<file path="src/inc/console_pkg.sv">
// constants and types shared by the console control and status logic
package console_pkg;
  localparam logic [3:0]  CTRL_OFS        = 4'h0;
  localparam logic [3:0]  STAT_OFS        = 4'h4;
  localparam logic [3:0]  FCLR_OFS        = 4'h8;
  localparam logic [31:0] CTRL_RST        = 32'h0000_0000;
  localparam int          CTRL_MINT_BIT   = 0;
  localparam int          STAT_FLT_LSB    = 0;
  localparam int          STAT_CHPAR_LSB  = 8;
  localparam int          STAT_CHACT_LSB  = 12;
  localparam int          STAT_RUN_BIT    = 16;
  localparam int          STAT_STOP_BIT   = 17;
  localparam int          STAT_RSTRT_BIT  = 18;
  localparam int          STAT_CONN_BIT   = 19;
  localparam int          STAT_LOCK_BIT   = 20;
  // fault vector positions
  localparam int          F_AOVF          = 0;
  localparam int          F_EOVF          = 1;
  localparam int          F_EUNF          = 2;
  localparam int          F_SHFT          = 3;
  localparam int          F_DIV           = 4;
  localparam int          F_IPAR          = 5;
  localparam int          F_OPAR          = 6;
  localparam int          N_FAULT         = 7;
  localparam int          N_CHAN          = 4;
  localparam int          FX_BOUND_BIT    = 47;
  localparam logic signed [12:0] EXP_MAX  = 13'sh03FF;
  localparam logic [7:0]  SHIFT_SGL_MAX   = 8'h30;
  localparam logic [7:0]  SHIFT_DBL_MAX   = 8'h60;
  localparam logic [14:0] RESTART_ADDR    = 15'h0000;
  localparam int          SW_MINT         = 0;
  localparam int          SW_EOR          = 1;
  localparam int          SW_RSTRT        = 2;
  localparam int          SW_SYSACT       = 3;
  localparam int          N_SW            = 4;
  typedef enum logic [1:0] {RS_IDLE, RS_WSTOP, RS_CLRIA, RS_JUMP} restart_st_t;
endpackage

</file>
<file path="src/rtl/console_control_status.sv">
// console switch handling, restart sequencing and status lamp logic
`timescale 1ns/1ps
`default_nettype none
module console_control_status #(
  parameter int NCH = console_pkg::N_CHAN
) (
  input  wire logic           core_clk_i,
  input  wire logic           rst_i,
  // wishbone classic slave
  input  wire logic           wb_cyc_i,
  input  wire logic           wb_stb_i,
  input  wire logic           wb_we_i,
  input  wire logic [3:0]     wb_adr_i,
  input  wire logic [3:0]     wb_sel_i,
  input  wire logic [31:0]    wb_dat_i,
  output logic      [31:0]    wb_dat_o,
  output logic                wb_ack_o,
  // console switches
  input  wire logic [2:0]     sel_jump_sw_i,
  input  wire logic           man_int_sw_i,
  input  wire logic           eor_sw_i,
  input  wire logic           restart_sw_i,
  input  wire logic           sys_active_sw_i,
  input  wire logic           maint_mode_sw_i,
  input  wire logic [2:0]     equip_num_sw_i,
  input  wire logic           tw_power_sw_i,
  input  wire logic           fake_reply_sw_i,
  // processor and channel conditions
  input  wire logic           cpu_running_i,
  input  wire logic           cpu_stopped_i,
  input  wire logic [14:0]    p_upper_i,
  input  wire logic           int_active_i,
  input  wire logic           int_mode_i,
  input  wire logic [NCH-1:0] ch_active_i,
  input  wire logic [NCH-1:0] ch_parity_err_i,
  input  wire logic           tw_connect_i,
  input  wire logic [11:0]    connect_equipment_code_i,
  input  wire logic           tw_read_i,
  input  wire logic           tw_write_i,
  input  wire logic           tw_data_i,
  input  wire logic           fx_valid_i,
  input  wire logic [48:0]    fx_mag_i,
  input  wire logic           fp_valid_i,
  input  wire logic [12:0]    fp_exp_i,
  input  wire logic           sh_valid_i,
  input  wire logic           sh_double_i,
  input  wire logic [7:0]     sh_count_i,
  input  wire logic           dv_valid_i,
  input  wire logic [48:0]    dv_quot_mag_i,
  input  wire logic           dv_zero_i,
  input  wire logic           instr_par_err_i,
  input  wire logic           oper_par_err_i,
  input  wire logic           cyc_fetch_i,
  input  wire logic           cyc_upper_i,
  input  wire logic           cyc_lower_i,
  input  wire logic           full_word_i,
  input  wire logic           cyc_execute_i,
  input  wire logic           cyc_operand_i,
  input  wire logic           cyc_extended_i,
  input  wire logic           jump_pending_met_i,
  // actions
  output logic      [2:0]     sel_jump_cond_o,
  output logic      [2:0]     sel_jump_lamp_o,
  output logic                man_int_req_o,
  output logic                eor_o,
  output logic                tw_reply_o,
  output logic                tw_selected_o,
  output logic                cpu_halt_o,
  output logic                internal_master_clear_o,
  output logic                outward_master_clear_o,
  output logic                clear_int_active_o,
  output logic                return_jump_o,
  output logic      [14:0]    return_jump_addr_o,
  output logic      [14:0]    return_store_addr_o,
  output logic                sys_active_lamp_o,
  // lamps
  output logic      [NCH-1:0] ch_active_lamp_o,
  output logic      [NCH-1:0] ch_parity_lamp_o,
  output logic                running_lamp_o,
  output logic                prog_stop_lamp_o,
  output logic                int_active_lamp_o,
  output logic                int_mode_lamp_o,
  output logic                arith_ovf_lamp_o,
  output logic                exp_ovf_lamp_o,
  output logic                exp_unf_lamp_o,
  output logic                shift_fault_lamp_o,
  output logic                divide_fault_lamp_o,
  output logic                instr_par_lamp_o,
  output logic                oper_par_lamp_o,
  output logic                fetch_lamp_o,
  output logic                upper_lamp_o,
  output logic                lower_lamp_o,
  output logic                maint_lamp_o,
  output logic                execute_lamp_o,
  output logic                operand_lamp_o,
  output logic                extended_lamp_o,
  output logic                jump_cond_lamp_o,
  output logic                type_in_lamp_o
);
  localparam int NF = console_pkg::N_FAULT;

  typedef struct packed {
    console_pkg::restart_st_t rs;
    logic [14:0]    ret_addr;
    logic           rs_halt;
    logic           sys_off;
    logic           mc_int;
    logic           mc_ext;
    logic           clr_ia;
    logic           rjump;
    logic           mint;
    logic           eor;
    logic           reply;
    logic           conn;
    logic           mint_mask;
    logic [NF-1:0]  flt;
    logic [NCH-1:0] chact;
    logic [NCH-1:0] chpar;
    logic [2:0]     sj;
    logic           run;
    logic           stop;
    logic           ia;
    logic           im;
    logic [7:0]     cyc;
    logic           type_in;
    logic           ack;
    logic [31:0]    rdat;
  } state_t;

  state_t q;
  state_t d;

  logic [console_pkg::N_SW-1:0] sw_lvl;
  logic [console_pkg::N_SW-1:0] sw_rise;
  logic [console_pkg::N_SW-1:0] sw_fall;

  switch_sync #(
    .W (console_pkg::N_SW)
  ) u_sync (
    .core_clk_i (core_clk_i),
    .rst_i      (rst_i),
    .sw_i       ({sys_active_sw_i, restart_sw_i, eor_sw_i, man_int_sw_i}),
    .lvl_o      (sw_lvl),
    .rise_o     (sw_rise),
    .fall_o     (sw_fall)
  );

  logic          sw_en;
  logic          tw_ok;
  logic [NF-1:0] flt_set;
  logic [NF-1:0] flt_clr;
  logic          bus_req;
  logic          bus_wr;
  logic [31:0]   stat_word;

  always_comb begin
    // lockout spares the system active, maintenance, typewriter power and equipment number switches
    sw_en   = sw_lvl[console_pkg::SW_SYSACT] | maint_mode_sw_i;
    tw_ok   = tw_power_sw_i;
    bus_req = wb_cyc_i & wb_stb_i & ~q.ack;
    bus_wr  = bus_req & wb_we_i;

    flt_set = '0;
    flt_set[console_pkg::F_AOVF] = fx_valid_i & (|fx_mag_i[48:console_pkg::FX_BOUND_BIT]);
    flt_set[console_pkg::F_EOVF] = fp_valid_i & ($signed(fp_exp_i) > console_pkg::EXP_MAX);
    flt_set[console_pkg::F_EUNF] = fp_valid_i & ($signed(fp_exp_i) < -console_pkg::EXP_MAX);
    flt_set[console_pkg::F_SHFT] = sh_valid_i &
      (sh_double_i ? (sh_count_i > console_pkg::SHIFT_DBL_MAX)
                   : (sh_count_i > console_pkg::SHIFT_SGL_MAX));
    flt_set[console_pkg::F_DIV]  = dv_valid_i &
      ((|dv_quot_mag_i[48:console_pkg::FX_BOUND_BIT]) | dv_zero_i);
    flt_set[console_pkg::F_IPAR] = instr_par_err_i;
    flt_set[console_pkg::F_OPAR] = oper_par_err_i;

    flt_clr = '0;
    if (bus_wr && wb_adr_i == console_pkg::FCLR_OFS && wb_sel_i[0]) begin
      flt_clr = wb_dat_i[NF-1:0];
    end
    if (q.mc_int) begin
      flt_clr = '1;
    end

    stat_word = '0;
    stat_word[console_pkg::STAT_FLT_LSB +: NF]    = q.flt;
    stat_word[console_pkg::STAT_CHPAR_LSB +: NCH] = q.chpar;
    stat_word[console_pkg::STAT_CHACT_LSB +: NCH] = q.chact;
    stat_word[console_pkg::STAT_RUN_BIT]          = q.run;
    stat_word[console_pkg::STAT_STOP_BIT]         = q.stop;
    stat_word[console_pkg::STAT_RSTRT_BIT]        = (q.rs != console_pkg::RS_IDLE);
    stat_word[console_pkg::STAT_CONN_BIT]         = q.conn;
    stat_word[console_pkg::STAT_LOCK_BIT]         = ~sw_en;
  end

  always_comb begin
    d        = q;
    d.mc_int = 1'b0;
    d.mc_ext = 1'b0;
    d.clr_ia = 1'b0;
    d.rjump  = 1'b0;
    d.mint   = 1'b0;
    d.eor    = 1'b0;
    d.reply  = 1'b0;

    // system active transitions
    if (sw_rise[console_pkg::SW_SYSACT]) begin
      d.mc_int  = 1'b1;
      d.mc_ext  = 1'b1;
      d.sys_off = 1'b0;
    end else if (sw_fall[console_pkg::SW_SYSACT]) begin
      // only the processor halts; channels are not cleared here
      d.sys_off = 1'b1;
    end

    d.sj = sel_jump_sw_i & {3{sw_en}};

    if (sw_rise[console_pkg::SW_MINT] && sw_en) begin
      d.mint = q.mint_mask & int_active_i;
    end

    if (sw_rise[console_pkg::SW_EOR] && sw_en) begin
      d.eor = tw_ok & q.conn & tw_read_i & tw_data_i;
    end

    if (sw_en && fake_reply_sw_i && tw_ok && (tw_read_i || tw_write_i)) begin
      d.reply = 1'b1;
    end

    // a new connect code either selects or drops the typewriter
    if (tw_connect_i && tw_ok) begin
      d.conn = (connect_equipment_code_i[11:9] == equip_num_sw_i);
    end
    if (q.mc_ext || !tw_ok) begin
      d.conn = 1'b0;
    end

    case (q.rs)
      console_pkg::RS_IDLE: begin
        if (sw_rise[console_pkg::SW_RSTRT] && sw_en) begin
          d.rs_halt  = 1'b1;
          d.ret_addr = p_upper_i;
          d.rs       = console_pkg::RS_WSTOP;
        end
      end
      console_pkg::RS_WSTOP: begin
        // outward clear waits until the processor has stopped
        if (cpu_stopped_i) begin
          d.mc_ext = 1'b1;
          d.rs     = console_pkg::RS_CLRIA;
        end
      end
      console_pkg::RS_CLRIA: begin
        d.clr_ia = 1'b1;
        d.rs     = console_pkg::RS_JUMP;
      end
      console_pkg::RS_JUMP: begin
        d.rjump   = 1'b1;
        d.rs_halt = 1'b0;
        d.rs      = console_pkg::RS_IDLE;
      end
      default: begin
        d.rs      = console_pkg::RS_IDLE;
        d.rs_halt = 1'b0;
      end
    endcase

    // set wins over clear
    d.flt = (q.flt & ~flt_clr) | flt_set;

    for (int i = 0; i < NCH; i++) begin
      d.chact[i] = ch_active_i[i];
      d.chpar[i] = ch_parity_err_i[i];
    end

    // lamps sample every cycle regardless of run state
    d.run     = cpu_running_i | (|ch_active_i);
    d.stop    = cpu_stopped_i;
    d.ia      = int_active_i;
    d.im      = int_mode_i;
    d.cyc     = {cyc_fetch_i,
                 cyc_upper_i,
                 cyc_lower_i & ~full_word_i,
                 maint_mode_sw_i,
                 cyc_execute_i,
                 cyc_operand_i,
                 cyc_extended_i,
                 jump_pending_met_i};
    d.type_in = tw_ok & q.conn & tw_read_i;

    // wishbone: ack one cycle after the strobe, dropped the next
    d.ack = bus_req;
    if (bus_req) begin
      d.rdat = 32'h0000_0000;
      if (wb_adr_i == console_pkg::CTRL_OFS) begin
        d.rdat[console_pkg::CTRL_MINT_BIT] = q.mint_mask;
        if (wb_we_i && wb_sel_i[0]) begin
          d.mint_mask = wb_dat_i[console_pkg::CTRL_MINT_BIT];
        end
      end else if (wb_adr_i == console_pkg::STAT_OFS) begin
        d.rdat = stat_word;
      end
    end
  end

  always_ff @(posedge core_clk_i or posedge rst_i) begin
    if (rst_i) begin
      q           <= '0;
      q.rs        <= console_pkg::RS_IDLE;
      q.mint_mask <= console_pkg::CTRL_RST[console_pkg::CTRL_MINT_BIT];
    end else begin
      q <= d;
    end
  end

  assign wb_dat_o                = q.rdat;
  assign wb_ack_o                = q.ack;
  assign sel_jump_cond_o         = q.sj;
  assign sel_jump_lamp_o         = q.sj;
  assign man_int_req_o           = q.mint;
  assign eor_o                   = q.eor;
  assign tw_reply_o              = q.reply;
  assign tw_selected_o           = q.conn;
  assign cpu_halt_o              = q.rs_halt | q.sys_off;
  assign internal_master_clear_o = q.mc_int;
  assign outward_master_clear_o  = q.mc_ext;
  assign clear_int_active_o      = q.clr_ia;
  assign return_jump_o           = q.rjump;
  assign return_jump_addr_o      = console_pkg::RESTART_ADDR;
  assign return_store_addr_o     = q.ret_addr;
  assign sys_active_lamp_o       = sw_lvl[console_pkg::SW_SYSACT];
  assign ch_active_lamp_o        = q.chact;
  assign ch_parity_lamp_o        = q.chpar;
  assign running_lamp_o          = q.run;
  assign prog_stop_lamp_o        = q.stop;
  assign int_active_lamp_o       = q.ia;
  assign int_mode_lamp_o         = q.im;
  assign arith_ovf_lamp_o        = q.flt[console_pkg::F_AOVF];
  assign exp_ovf_lamp_o          = q.flt[console_pkg::F_EOVF];
  assign exp_unf_lamp_o          = q.flt[console_pkg::F_EUNF];
  assign shift_fault_lamp_o      = q.flt[console_pkg::F_SHFT];
  assign divide_fault_lamp_o     = q.flt[console_pkg::F_DIV];
  assign instr_par_lamp_o        = q.flt[console_pkg::F_IPAR];
  assign oper_par_lamp_o         = q.flt[console_pkg::F_OPAR];
  assign fetch_lamp_o            = q.cyc[7];
  assign upper_lamp_o            = q.cyc[6];
  assign lower_lamp_o            = q.cyc[5];
  assign maint_lamp_o            = q.cyc[4];
  assign execute_lamp_o          = q.cyc[3];
  assign operand_lamp_o          = q.cyc[2];
  assign extended_lamp_o         = q.cyc[1];
  assign jump_cond_lamp_o        = q.cyc[0];
  assign type_in_lamp_o          = q.type_in;
endmodule
`default_nettype wire

</file>
<file path="src/rtl/switch_sync.sv">
// two-flop synchroniser with registered edge detect for console switches
`timescale 1ns/1ps
`default_nettype none
module switch_sync #(
  parameter int W = 4
) (
  input  wire logic         core_clk_i,
  input  wire logic         rst_i,
  input  wire logic [W-1:0] sw_i,
  output logic      [W-1:0] lvl_o,
  output logic      [W-1:0] rise_o,
  output logic      [W-1:0] fall_o
);
  typedef struct packed {
    logic [W-1:0] s1;
    logic [W-1:0] s2;
    logic [W-1:0] s3;
    logic [W-1:0] rise;
    logic [W-1:0] fall;
  } sync_t;
  sync_t q;
  sync_t d;
  // s1 feeds only s2, so nothing samples a metastable level
  always_comb begin
    d      = q;
    d.s1   = sw_i;
    d.s2   = q.s1;
    d.s3   = q.s2;
    d.rise = q.s2 & ~q.s3;
    d.fall = ~q.s2 & q.s3;
  end
  always_ff @(posedge core_clk_i or posedge rst_i) begin
    if (rst_i) begin
      q <= '0;
    end else begin
      q <= d;
    end
  end
  assign lvl_o  = q.s3;
  assign rise_o = q.rise;
  assign fall_o = q.fall;
endmodule
`default_nettype wire

</file>
<file path="config.mk">
export PLATFORM = sky130hd
export DESIGN_NAME = console_control_status
export DESIGN_NICKNAME = d
export VERILOG_FILES = /design/src/inc/console_pkg.sv /design/src/rtl/console_control_status.sv /design/src/rtl/switch_sync.sv
export SDC_FILE = /design/constraint.sdc
export NUM_CORES = 1
export LEC_CHECK = 0
export BUFFER_PORTS_ARGS = -buffer_cell sky130_fd_sc_hd__clkbuf_2
export CORE_AREA = 4 4 133 135
export CTS_CLUSTER_DIAMETER = 200
export DETAILED_ROUTE_END_ITERATION = 6
export DIE_AREA = 0 0 137 139
export PLACE_DENSITY_LB_ADDON = 0.12
export SETUP_SLACK_MARGIN = 0.5
export SLEW_MARGIN = 30
export SYNTH_ARGS = -nofsm -noshare
export SYNTH_HDL_FRONTEND = slang
export SYNTH_SLANG_ARGS = --single-unit
</file>
<file path="constraint.sdc">
create_clock -name core_clk_i -period 7.9 [get_ports core_clk_i]
set_clock_uncertainty 0.15 [all_clocks]
set_input_delay 1.185 -clock core_clk_i [delete_from_list [all_inputs] [get_ports core_clk_i]]
set_output_delay 1.185 -clock core_clk_i [all_outputs]
set_load 0.1 [all_outputs]
</file>
== Yosys cells after proc, flatten, opt, wreduce, memory -nomap -nowiden ==
Index checks and enable logic that the tools add are counted.
Storage, ports and cells
  register bits after elaboration: 112
  input port bits: 236
  output and inout bits: 107
  logic and storage cells: 118
Operators by class
  order comparisons: 4
  eq/ne operators: 8
  mux-type cells: 22
  bitwise gates (word level): 28
  reduce and logical (&&, ||, !) cells: 26
Operator list (number)
  2-to-1 mux 31 bit: 1
  2-to-1 mux 21 bit: 1
  2-to-1 mux 18 bit: 1
  2-to-1 mux 7 bit: 2
  bitwise AND 1 bit: 13
  greater-than comparator 13 x 11 -> 1 bit, second input constant: 1
  < comparator 13 x 11 -> 1 bit, second input constant: 1
  2-to-1 mux 1 bit: 13
  logical AND 1 bit: 10
  bitwise AND 4 bit: 2
  greater-than comparator 8 x 6 -> 1 bit, second input constant: 1
  greater-than comparator 8 x 7 -> 1 bit, second input constant: 1
  NOT 4 bit: 2
  one-hot mux 2 bit (4 select lines): 1
  nonzero test 2 bit: 4
  bitwise AND 7 bit: 1
  NOT 7 bit: 1
  OR 7 bit: 1
  AND reduction 2 bit: 3
  equality test 2 bit, second input constant: 2
  equality test 4 x 3 -> 1 bit, second input constant: 1
  equality test 4 bit, second input constant: 1
  logical NOT 4 bit: 1
  2-to-1 mux 2 bit: 2
  other kinds (13): 21

== Depth between registers and ports, before layout ==
Gate-level depths: netlist (run 1).
  word-level depth: 10
  gate-level depth with buffers: 6
  mapped depth without buffers: 6

== Cells and area by module ==
A second synthesis (run 1) with hierarchy kept.
Unflattened totals
  cells, all modules: 316
  area, all modules: 4127.7 µm²
Modules (own cells, without submodules)
  console_control_status: times used 1, cells each 287, area an instance 3553.4 µm², sequential area each 2001.9 µm²
  switch_sync: times used 1, cells each 29, area an instance 574.3 µm², sequential area each 500.5 µm²

== Worst setup path before layout (run 1) ==
Ideal clock, no wire load.
  path kind: input -> register
  start point: input port sh_count_i[0]
  end point: register q (netlist bit shift_fault_lamp_o)
  library setup time: 0.122 ns
  arrival time: 2.070 ns
  data required time: 7.628 ns
  path slack: 5.558 ns
  cell stages on the path: 4
  buffers on the path: 0
  cells stage by stage: or4_1 -> a21oi_1 -> o31ai_1 -> a32o_1
RTL lines
  start: declaration: RTL line console_control_status.sv:47  | input wire logic [7:0] sh_count_i,
  end: declaration: RTL line console_control_status.sv:130  | state_t q;

== Worst setup path in the final report (run 1) ==
  start point: register q[74] (netlist name)
  end point: output port cpu_halt_o
On the way
  word-level cells in the longest chain between the ends: 1
Ends and longest elaborated chain
  OR 1 bit: RTL line console_control_status.sv:322  | assign cpu_halt_o = q.rs_halt | q.sys_off;
  end: declaration: RTL line console_control_status.sv:68  | output logic cpu_halt_o,
No other way between the ends.

==> impl_metrics.csv, run 1 <==
group,metric,value,unit
run_status,outcome,"completed",
timing,hold_violations,0,
setup_path,cp.required,6.57,ns
detailed_routing,totalWireLength,9900,µm
detailed_routing,dr.pass1.iters,4,
global_route,grt_pass1_vias,2795,
cells_and_area,finalNetCount,689,
clock_tree,cts_sinks,97,
placed_design,dp.final_hpwl,7580,µm
cells_and_area,final_common_cell,"clkbuf_2",
power_and_ir_drop,p_per_area,358,nW/µm²
cells_and_area,diodes,0,
timing,slew_viol_final,0,
clock_tree,cts_buffer_depth,2,
yosys,async_flop_share,100,%
yosys,synth_top_area_share,60.2,%
floorplanning,die_x,137,µm
cells_and_area,multi_input_area,1050,µm²
detailed_routing,drtAntennaViolNets,0,
setup_path,criticalPathCategory,"flop to primary output",
job,maxCapViolations,0,
setup_path,crit_fanout,3,
timing,finalCritPeriodShare,34.6,%
timing,fmax,366,MHz
yosys,synthesis.area,4030,µm²
global_route,use_met2,15.2,%
setup_path,ff2ff_path_depth,4,
global_route,globalRoute.totalOverflow,0,
yosys,ys.flop_type,"dfrtp_1",
clock_tree,cts_setup_buffers,0,
global_route,gr-max-usage-layer,"met2",
detailed_routing,vias_per_cell,3.90,
clock_tree,cts-root-buf,"clkbuf_16",
timing,tightest_slew,0.817,ns
setup_path,r2r_start,"wb_ack_o",
timing,totalNegativeSetupSlack,0,ns
placed_design,pre_cts_ws,4.77,ns
global_route,grt_antenna_before_repair,2,
setup_path,worstReg2RegEnd,"wb_dat_o[5]",
global_route,grtUsageTotal,10.2,%
yosys,ys_ff_latch,97,
clock_tree,cts_inserted_buffers,9,
placed_design,io_buffers,184,
yosys,yosysSeqAreaShare,60.2,%
setup_path,critPathCaptureType,"primary output",
power_and_ir_drop,vdd.ir_drop.worst,0.000252,V
cells_and_area,layout_common_cells,"clkbuf_2 (184), dfrtp_1 (97), conb_1 (27)",
detailed_routing,drtIter0Drc,47,
setup_path,arrival,1.40,ns
clock_tree,htree_levels,3,
clock_tree,cts_hold_buf,0,
detailed_routing,vias,2625,
clock_tree,cts_tree,"done",
cells_and_area,fin_util,30.6,%
clock_tree,clk_latency,0.34,ns
min_path,hp-start,"u_sync.d[12]",
timing,period_minus_slack,2.74,ns
yosys,yosys.area.top_type,"dfrtp_1",
yosys,synth_area_leaders,"dfrtp_1 (60%), buf_4 (14%), mux2_1 (4.7%)",
floorplanning,rows,47,
floorplanning,ios,343,
timing,rsz0062_at_grt,"false",
yosys,ys_warn_count,0,
global_route,use_met3,3.88,%
setup_path,regToRegSetupSlack,5.65,ns
min_path,min_path_type,"flop to flop",
floorplanning,die_h,139,µm
floorplanning,core,16500,µm²
setup_path,startpoint_type,"flop",
global_route,globalRouteMet1Util,13.4,%
detailed_routing,drc,0,
timing,maxSlewHeadroom,45.6,%
clock_tree,postCtsResizedCells,0,
floorplanning,dieArea,19000,µm²
yosys,yosysUniqueCellTypes,43,
placed_design,place_congestion,0.709,
yosys,synth_edf_count,0,
global_route,grt_pass1_wl,15000,µm
cells_and_area,syn2layout_area_growth,25.0,%
power_and_ir_drop,p_leak,2.62,nW
clock_tree,path_clk_slew,0.07,ns
cells_and_area,fill_cells,1750,
setup_path,endpoint,"cpu_halt_o",
yosys,syn_inst,307,
global_route,grt_max_degree,71,
cells_and_area,layout-drive-gt1-share,46.1,%
setup_path,startpoint,"q[74]",
floorplanning,start_util,24.5,%
cells_and_area,seq_area,2430,µm²
detailed_routing,wire_per_inst,14.7,µm
timing,worst_slack,5.16,ns
yosys,syn_avg_cell_area,13.1,µm²
timing,setup_viol,0,
-- worst max-delay path: stages, from the launching register on --
cell and delay (ns):
dfrtp_1 0.40, or2_2 0.28, clkbuf_2 0.38
-- per-layer routing --
metal  vias up  wire length, µm
met5         -               21
met4         4              133
met3        15             1030
met2       132             4390
met1      1244             4330
li1       1230                -
-- cell type report --
type,count,area share [%]
clock buffer,10,4.54
sequential,97,48.1
clock inverter,6,1.79
inverter,9,0.720
timing repair buffer,185,18.5
multi-input combinational,146,20.9
tap,220,5.46
-- power breakdown --
part / leakage, nW / internal, mW / total, mW / switching [mW]
clock network: 0.153 / 0.279 / 0.472 / 0.193
logic: 1.27 / 0.114 / 0.727 / 0.613
registers: 1.20 / 0.569 / 0.607 / 0.0389
total: 2.62 / 0.962 / 1.81 / 0.844
-- metrics by stage --
step	hold WS [ns]	instance area, µm²	std cells	power [mW]
floorplan	0.181	4130	333	1.30
global placement	0.185	4720	657	1.35
detailed placement	0.186	4720	657	1.35
CTS	0.202	5040	673	1.84
global route	0.207	5040	673	1.89
finish	0.193	5040	673	1.81
-- cells by family (layout without fill, tap and decap cells) --
family / after synthesis / count (layout) / share of synthesized area [%]
fa+ha+maj: 5 / 5 / 1.55
compound gates: 41 / 41 / 8.13
buf+inv: 90 / 210 / 16.1
other cells: 1 / 27 / 0.0930
flops: 97 / 97 / 60.2
simple gates: 51 / 51 / 7.97
mux: 19 / 19 / 5.27
xor+xnor: 3 / 3 / 0.652
-- Yosys cell counts (3+ instances only) --
library cell	n
mux2_1	17
nand3_1	3
xor2_1	3
a31o_1	5
inv_1	8
buf_4	77
dfrtp_1	97
nand2_1	9
nor2b_1	10
nor2_1	10
a21oi_1	4
a22o_1	20
ha_1	5
-- state kept, by name, summed over array words and instances, names as in the netlist, 3 cells and up --
| name | cells |
|---|---|
| wb_dat_o | 20 |
| return_store_addr_o | 15 |
| u_sync.d | 8 |
| q | 5 |
| ch_active_lamp_o | 4 |
| ch_parity_lamp_o | 4 |
| u_sync.lvl_o | 4 |
| u_sync.rise_o | 4 |
| sel_jump_cond_o | 3 |
-- how the worst min path moves through the flow --
stage,end,slack (ns),cells past startpoint
floorplan,u_sync.d[10],0.18,0
global route,u_sync.d[9],0.21,0
global placement,u_sync.d[9],0.19,0
CTS,u_sync.d[9],0.20,0
detailed placement,u_sync.d[8],0.19,0
finish,u_sync.d[8],0.19,0
(Power assumes the default switching activity.)
==> run 2, diff against run 1 <==
Settings changed: ABC_AREA set to 1, CORE_AREA 4 4 133 135 to 4 4 130 132, DIE_AREA 0 0 137 139 to 0 0 134 136.
Clock period 7.9 ns to 2.6 ns, I/O delays scaled along.
==> impl_metrics.csv, run 2 <==
group,metric,value,unit
yosys,yosysSeqAreaShare,57.4,%
timing,period_minus_slack,2.00,ns
global_route,globalRoute.totalOverflow,0,
detailed_routing,vias_per_cell,3.85,
floorplanning,die_x,134,µm
global_route,grt_max_degree,37,
timing,totalNegativeSetupSlack,0,ns
run_status,outcome,"completed",
timing,worst_slack,0.601,ns
yosys,synth-adder-area-share,1.48,%
floorplanning,start_util,26.9,%
cells_and_area,fill_cells,1654,
timing,setup_viol,0,
setup_path,crit_fanout,8,
setup_path,r2r_start,"q[91]",
clock_tree,cts_buffer_depth,2,
setup_path,critPathCaptureType,"primary output",
clock_tree,cts-root-buf,"clkbuf_16",
yosys,synth_area_leaders,"dfrtp_1 (57%), buf_4 (14%), nand2_1 (9.7%)",
floorplanning,ios,343,
power_and_ir_drop,p_total,5.32,mW
setup_path,ff2ff_path_depth,5,
cells_and_area,diodes,0,
floorplanning,dieArea,18200,µm²
setup_path,startpoint_type,"flop",
yosys,ys_ff_latch,97,
job,maxCapViolations,0,
clock_tree,clk_latency,0.34,ns
setup_path,slowest_stage,"dfrtp_1",
placed_design,dp.final_hpwl,7750,µm
detailed_routing,wire_per_inst,12.7,µm
cells_and_area,largest_reg_flops,20,
timing,maxSlewHeadroom,51.4,%
floorplanning,die_h,136,µm
yosys,synth-compound-area-share,3.10,%
setup_path,cp.required,2.06,ns
setup_path,worst-path-buf-inv,1,
setup_path,crit_cells,1,
yosys,synth_top_family_by_area,"simple AND/OR/NAND/NOR gates",
power_and_ir_drop,vdd.ir_drop.worst,0.000455,V
placed_design,place_congestion,0.716,
clock_tree,htree_levels,3,
cells_and_area,fin_util,34.5,%
cells_and_area,layout-drive-gt1-share,36.2,%
yosys,synth_xor_area_share,0.621,%
cells_and_area,layout_common_cells,"clkbuf_2 (184), nand2_1 (109), dfrtp_1 (97)",
cells_and_area,finalNetCount,832,
yosys,async_flop_share,100,%
yosys,synth.most_common_cell,"nand2_1",
power_and_ir_drop,p_per_area,983,nW/µm²
placed_design,placed_cell_area,4950,µm²
yosys,synth_mux_area_share,0,%
placed_design,dpl.cell_count,780,
clock_tree,cts_inserted_buffers,9,
yosys,synth_edf_count,0,
timing,holdWs,0.00137,ns
global_route,grt_pass1_vias,3191,
cells_and_area,final_cell_count_no_fill,812,
cells_and_area,syn2layout_area_growth,28.0,%
yosys,syn_inst,433,
global_route,grt_pass1_wl,16400,µm
clock_tree,postCtsResizedCells,0,
global_route,grt_antenna_before_repair,0,
clock_tree,cts_tree,"done",
timing,tightest_slew,0.728,ns
yosys,synth_top_area_share,57.4,%
clock_tree,cts_setup_buffers,0,
detailed_routing,dr.pass1.iters,4,
timing,slew_viol_final,0,
setup_path,criticalPathCategory,"flop to primary output",
cells_and_area,final_area,5420,µm²
floorplanning,core,15700,µm²
yosys,ys.flop_type,"dfrtp_1",
clock_tree,cts_sinks,97,
detailed_routing,drtAntennaViolNets,0,
clock_tree,path_clk_slew,0.07,ns
yosys,ys_top_cells_by_count,"nand2_1 (109), dfrtp_1 (97), buf_4 (77)",
timing,rsz0062_at_grt,"false",
setup_path,critPathTopFamily,"flip-flops",
detailed_routing,vias,3123,
placed_design,io_buffers,184,
yosys,ys_warn_count,0,
setup_path,regToRegSetupSlack,1.04,ns
global_route,grtUsageTotal,11.4,%
setup_path,worstReg2RegEnd,"q[74]",
setup_path,arrival,1.46,ns
timing,fmax,500,MHz
floorplanning,rows,46,
cells_and_area,final_common_cell,"clkbuf_2",
detailed_routing,drtIter0Drc,132,
yosys,syn_avg_cell_area,9.77,µm²
min_path,min_path_type,"input port to asynchronous set/reset pin",
timing,finalCritPeriodShare,76.9,%
power_and_ir_drop,p_leak,3.03,nW
yosys,synthesis.area,4230,µm²
yosys,yosysUniqueCellTypes,30,
yosys,yosys.area_share.simple,19.2,%
yosys,yosys.area.top_type,"dfrtp_1",
setup_path,cp_cell_sequence,"clkbuf_2",
setup_path,slowest_delay,0.58,ns
timing,hold_violations,0,
detailed_routing,drc,0,
detailed_routing,totalWireLength,10300,µm
placed_design,pre_cts_ws,0.940,ns
## run 2: kinds of logic after synthesis
kind of cell | count (synthesis)
simple gates | 183
buf+inv | 121
flops | 97
compound gates | 23
fa+ha+maj | 5
xor+xnor | 3
other cells | 1
## run 2: where the power goes
part,total (mW),switching (mW),internal [mW]
Combinational,2.19,1.86,0.328
Sequential,1.82,0.108,1.71
Clock,1.32,0.581,0.736
Total,5.32,2.55,2.77
## run 2: what timing repair did
| item | 4_1_cts | 5_1_grt |
|---|---|---|
| hold buffers | 16 | 0 |
| endpoints found under the setup margin | 0 | 0 |
| endpoints found under the hold margin | 16 | 0 |
## run 2: area by class of cell
cell class	count	area [µm²]	area share, %
Multi-Input combinational cell	241	1130	21.0
Clock inverter	4	35.0	0.647
Sequential cell	97	2430	44.8
Clock buffer	12	267	4.92
Tap cell	216	270	4.99
Inverter	38	146	2.70
Timing Repair Buffer	204	1140	21.0
## run 2: metal layers
layer | vias to the layer above | global-route usage [%] | part of all wire, %
li1 | 1551 | - | -
met1 | 1427 | 14.7 | 45
met2 | 135 | 17.5 | 43
met3 | 10 | 4.29 | 10
met4 | 0 | 4.63 | 1.5
met5 | - | 0 | 0
## run 2: worst max-delay path by stage
stage                            start                      end  slack (ns)
6_report       internal_master_clear_o  internal_master_clear_o        0.60
5_1_grt        internal_master_clear_o  internal_master_clear_o        0.55
4_1_cts        internal_master_clear_o  internal_master_clear_o        0.58
3_5_place_dp               wb_adr_i[3]              wb_dat_o[3]        0.94
3_3_place_gp               wb_adr_i[3]              wb_dat_o[2]        0.95
2_1_floorplan          u_sync.lvl_o[3]   return_store_addr_o[9]        0.75
==> run 3, diff against run 2 <==
Clock period 2.6 ns to 2 ns, I/O delays scaled along.
==> impl_metrics.csv, run 3 (synthesized netlist as in run 2, its figures left out) <==
group,metric,value,unit
placed_design,dp.final_hpwl,7860,µm
cells_and_area,final_common_cell,"clkbuf_2",
global_route,grt_pass1_wl,16800,µm
setup_path,critPathCaptureType,"primary output",
setup_path,startpoint_type,"flop",
power_and_ir_drop,p_per_area,1240,nW/µm²
timing,finalCritPeriodShare,81.2,%
clock_tree,path_clk_slew,0.07,ns
cells_and_area,layout_common_cells,"clkbuf_2 (104), nand2_1 (100), dfrtp_1 (93)",
cells_and_area,syn2layout_area_growth,45.9,%
floorplanning,die_x,134,µm
power_and_ir_drop,switching_share,44.4,%
power_and_ir_drop,vdd.ir_drop.worst,0.000682,V
timing,period_minus_slack,1.62,ns
timing,hold_violations,0,
clock_tree,cts_inserted_buffers,9,
setup_path,slowest_delay,0.38,ns
setup_path,ff2ff_path_depth,5,
setup_path,slowest_stage,"dfrtp_1",
timing,totalNegativeSetupSlack,0,ns
setup_path,criticalPathCategory,"flop to primary output",
power_and_ir_drop,p_sw,3.41,mW
detailed_routing,vias,3202,
timing,slew_viol_final,0,
placed_design,io_buffers,184,
detailed_routing,dr.pass1.iters,4,
clock_tree,cts_buffer_depth,2,
timing,worst_slack,0.377,ns
global_route,globalRoute.totalOverflow,0,
timing,setup_viol,0,
power_and_ir_drop,p_int,4.27,mW
timing,holdWs,0.0163,ns
placed_design,placed_cell_area,5000,µm²
floorplanning,ios,343,
job,maxCapViolations,0,
detailed_routing,wire_per_inst,12.6,µm
timing,fmax,616,MHz
global_route,grt_pass1_vias,3333,
detailed_routing,drc,0,
min_path,min_path_type,"input port to flop",
setup_path,worst-path-buf-inv,1,
placed_design,place_congestion,0.731,
cells_and_area,final_area,6170,µm²
clock_tree,cts-root-buf,"clkbuf_16",
cells_and_area,fill_cells,1581,
run_status,outcome,"completed",
setup_path,cp_cell_sequence,"or2_4, clkbuf_16",
placed_design,dpl.cell_count,782,
detailed_routing,drtAntennaViolNets,0,
global_route,grtUsageTotal,11.6,%
floorplanning,start_util,26.9,%
power_and_ir_drop,seq_power_share,31.3,%
power_and_ir_drop,p_leak,3.29,nW
clock_tree,htree_levels,3,
cells_and_area,fin_util,39.3,%
cells_and_area,diodes,0,
clock_tree,cts_sinks,97,
timing,maxSlewHeadroom,61.8,%
timing,tightest_slew,0.571,ns
clock_tree,clk_latency,0.34,ns
floorplanning,rows,46,
power_and_ir_drop,comb_power_share,42.5,%
setup_path,crit_cells,2,
power_and_ir_drop,p_total,7.68,mW
detailed_routing,totalWireLength,10500,µm
global_route,grt_antenna_before_repair,0,
clock_tree,cts_tree,"done",
cells_and_area,largest_reg_flops,20,
cells_and_area,finalNetCount,855,
floorplanning,die_h,136,µm
setup_path,critPathTopFamily,"flip-flops",
setup_path,arrival,1.17,ns
cells_and_area,final_cell_count_no_fill,835,
detailed_routing,vias_per_cell,3.83,
setup_path,crit_fanout,2,
detailed_routing,drtIter0Drc,69,
setup_path,cp.required,1.55,ns
cells_and_area,layout-drive-gt1-share,38.8,%
placed_design,pre_cts_ws,0.498,ns
cells_and_area,multi_input_area,1200,µm²
min_path,hold_depth,3,
timing,rsz0062_at_grt,"true",
floorplanning,dieArea,18200,µm²
floorplanning,core,15700,µm²
power_and_ir_drop,power_frac_clock,26.2,%
cells_and_area,seq_area,2430,µm²
global_route,grt_max_degree,42,
==> run 3: changes by cell type in the layout (fill, tap and decap cells not counted), sizes merged <==
| cell | previous run | this run |
|---|---|---|
| buf | 4 | 45 |
| inv | 38 | 40 |
| clkinvlp | 3 | 1 |
| bufinv | 0 | 3 |
| nor2 | 35 | 36 |
| dlygate4sd3 | 16 | 32 |
| clkbuf | 196 | 158 |
==> run 3: area by class of cell <==
type	count	area share, %
clock buffers	9	3.65
flip-flops and latches	97	39.4
well taps	216	4.38
multi-input cells	242	19.4
inverters	38	2.37
clock inverters	7	2.01
repair buffers	226	28.8
==> run 3: worst min-delay path, stage by stage <==
cell and delay (ns):
clkbuf_2 0.08, nand2_1 0.05, nand2_1 0.05
==> run 3: worst paths after layout <==
check                                  start                     end  slack [ns]
worst max-delay path                   q[74]              cpu_halt_o        0.38
min in group asynchronous              rst_i  return_store_addr_o[8]        0.41
max in group asynchronous              rst_i                wb_ack_o        0.67
worst max register to register      wb_ack_o        instr_par_lamp_o        0.58
worst min register to register  u_sync.d[12]             u_sync.d[8]        0.20
worst min-delay path              sh_valid_i      shift_fault_lamp_o        0.02
==> run 3: routing by layer <==
| layer | GRT usage (%) | routed length [µm] |
|---|---|---|
| met1 | 15.0 | 4620 |
| met5 | 0 | 0 |
| met2 | 18.2 | 4850 |
| met3 | 3.59 | 879 |
| met4 | 4.63 | 180 |
==> run 3: power by group through the flow <==
stage	clock network (mW)	logic, mW	registers [mW]
5_1_grt	2.19	3.41	2.44
6_report	2.01	3.26	2.41
3_3_place_gp	0	2.86	2.41
3_5_place_dp	0	2.87	2.42
2_1_floorplan	0	2.32	2.75
4_1_cts	2.10	3.23	2.41
==> run 3: repair_timing <==
action	4_1_cts	5_1_grt
pin swaps	1	3
hold buffers	32	0
setup endpoints to repair	89	56
gates cloned	0	1
gates resized for setup	118	41
endpoints found under the hold margin	50	0
setup buffers	1	3
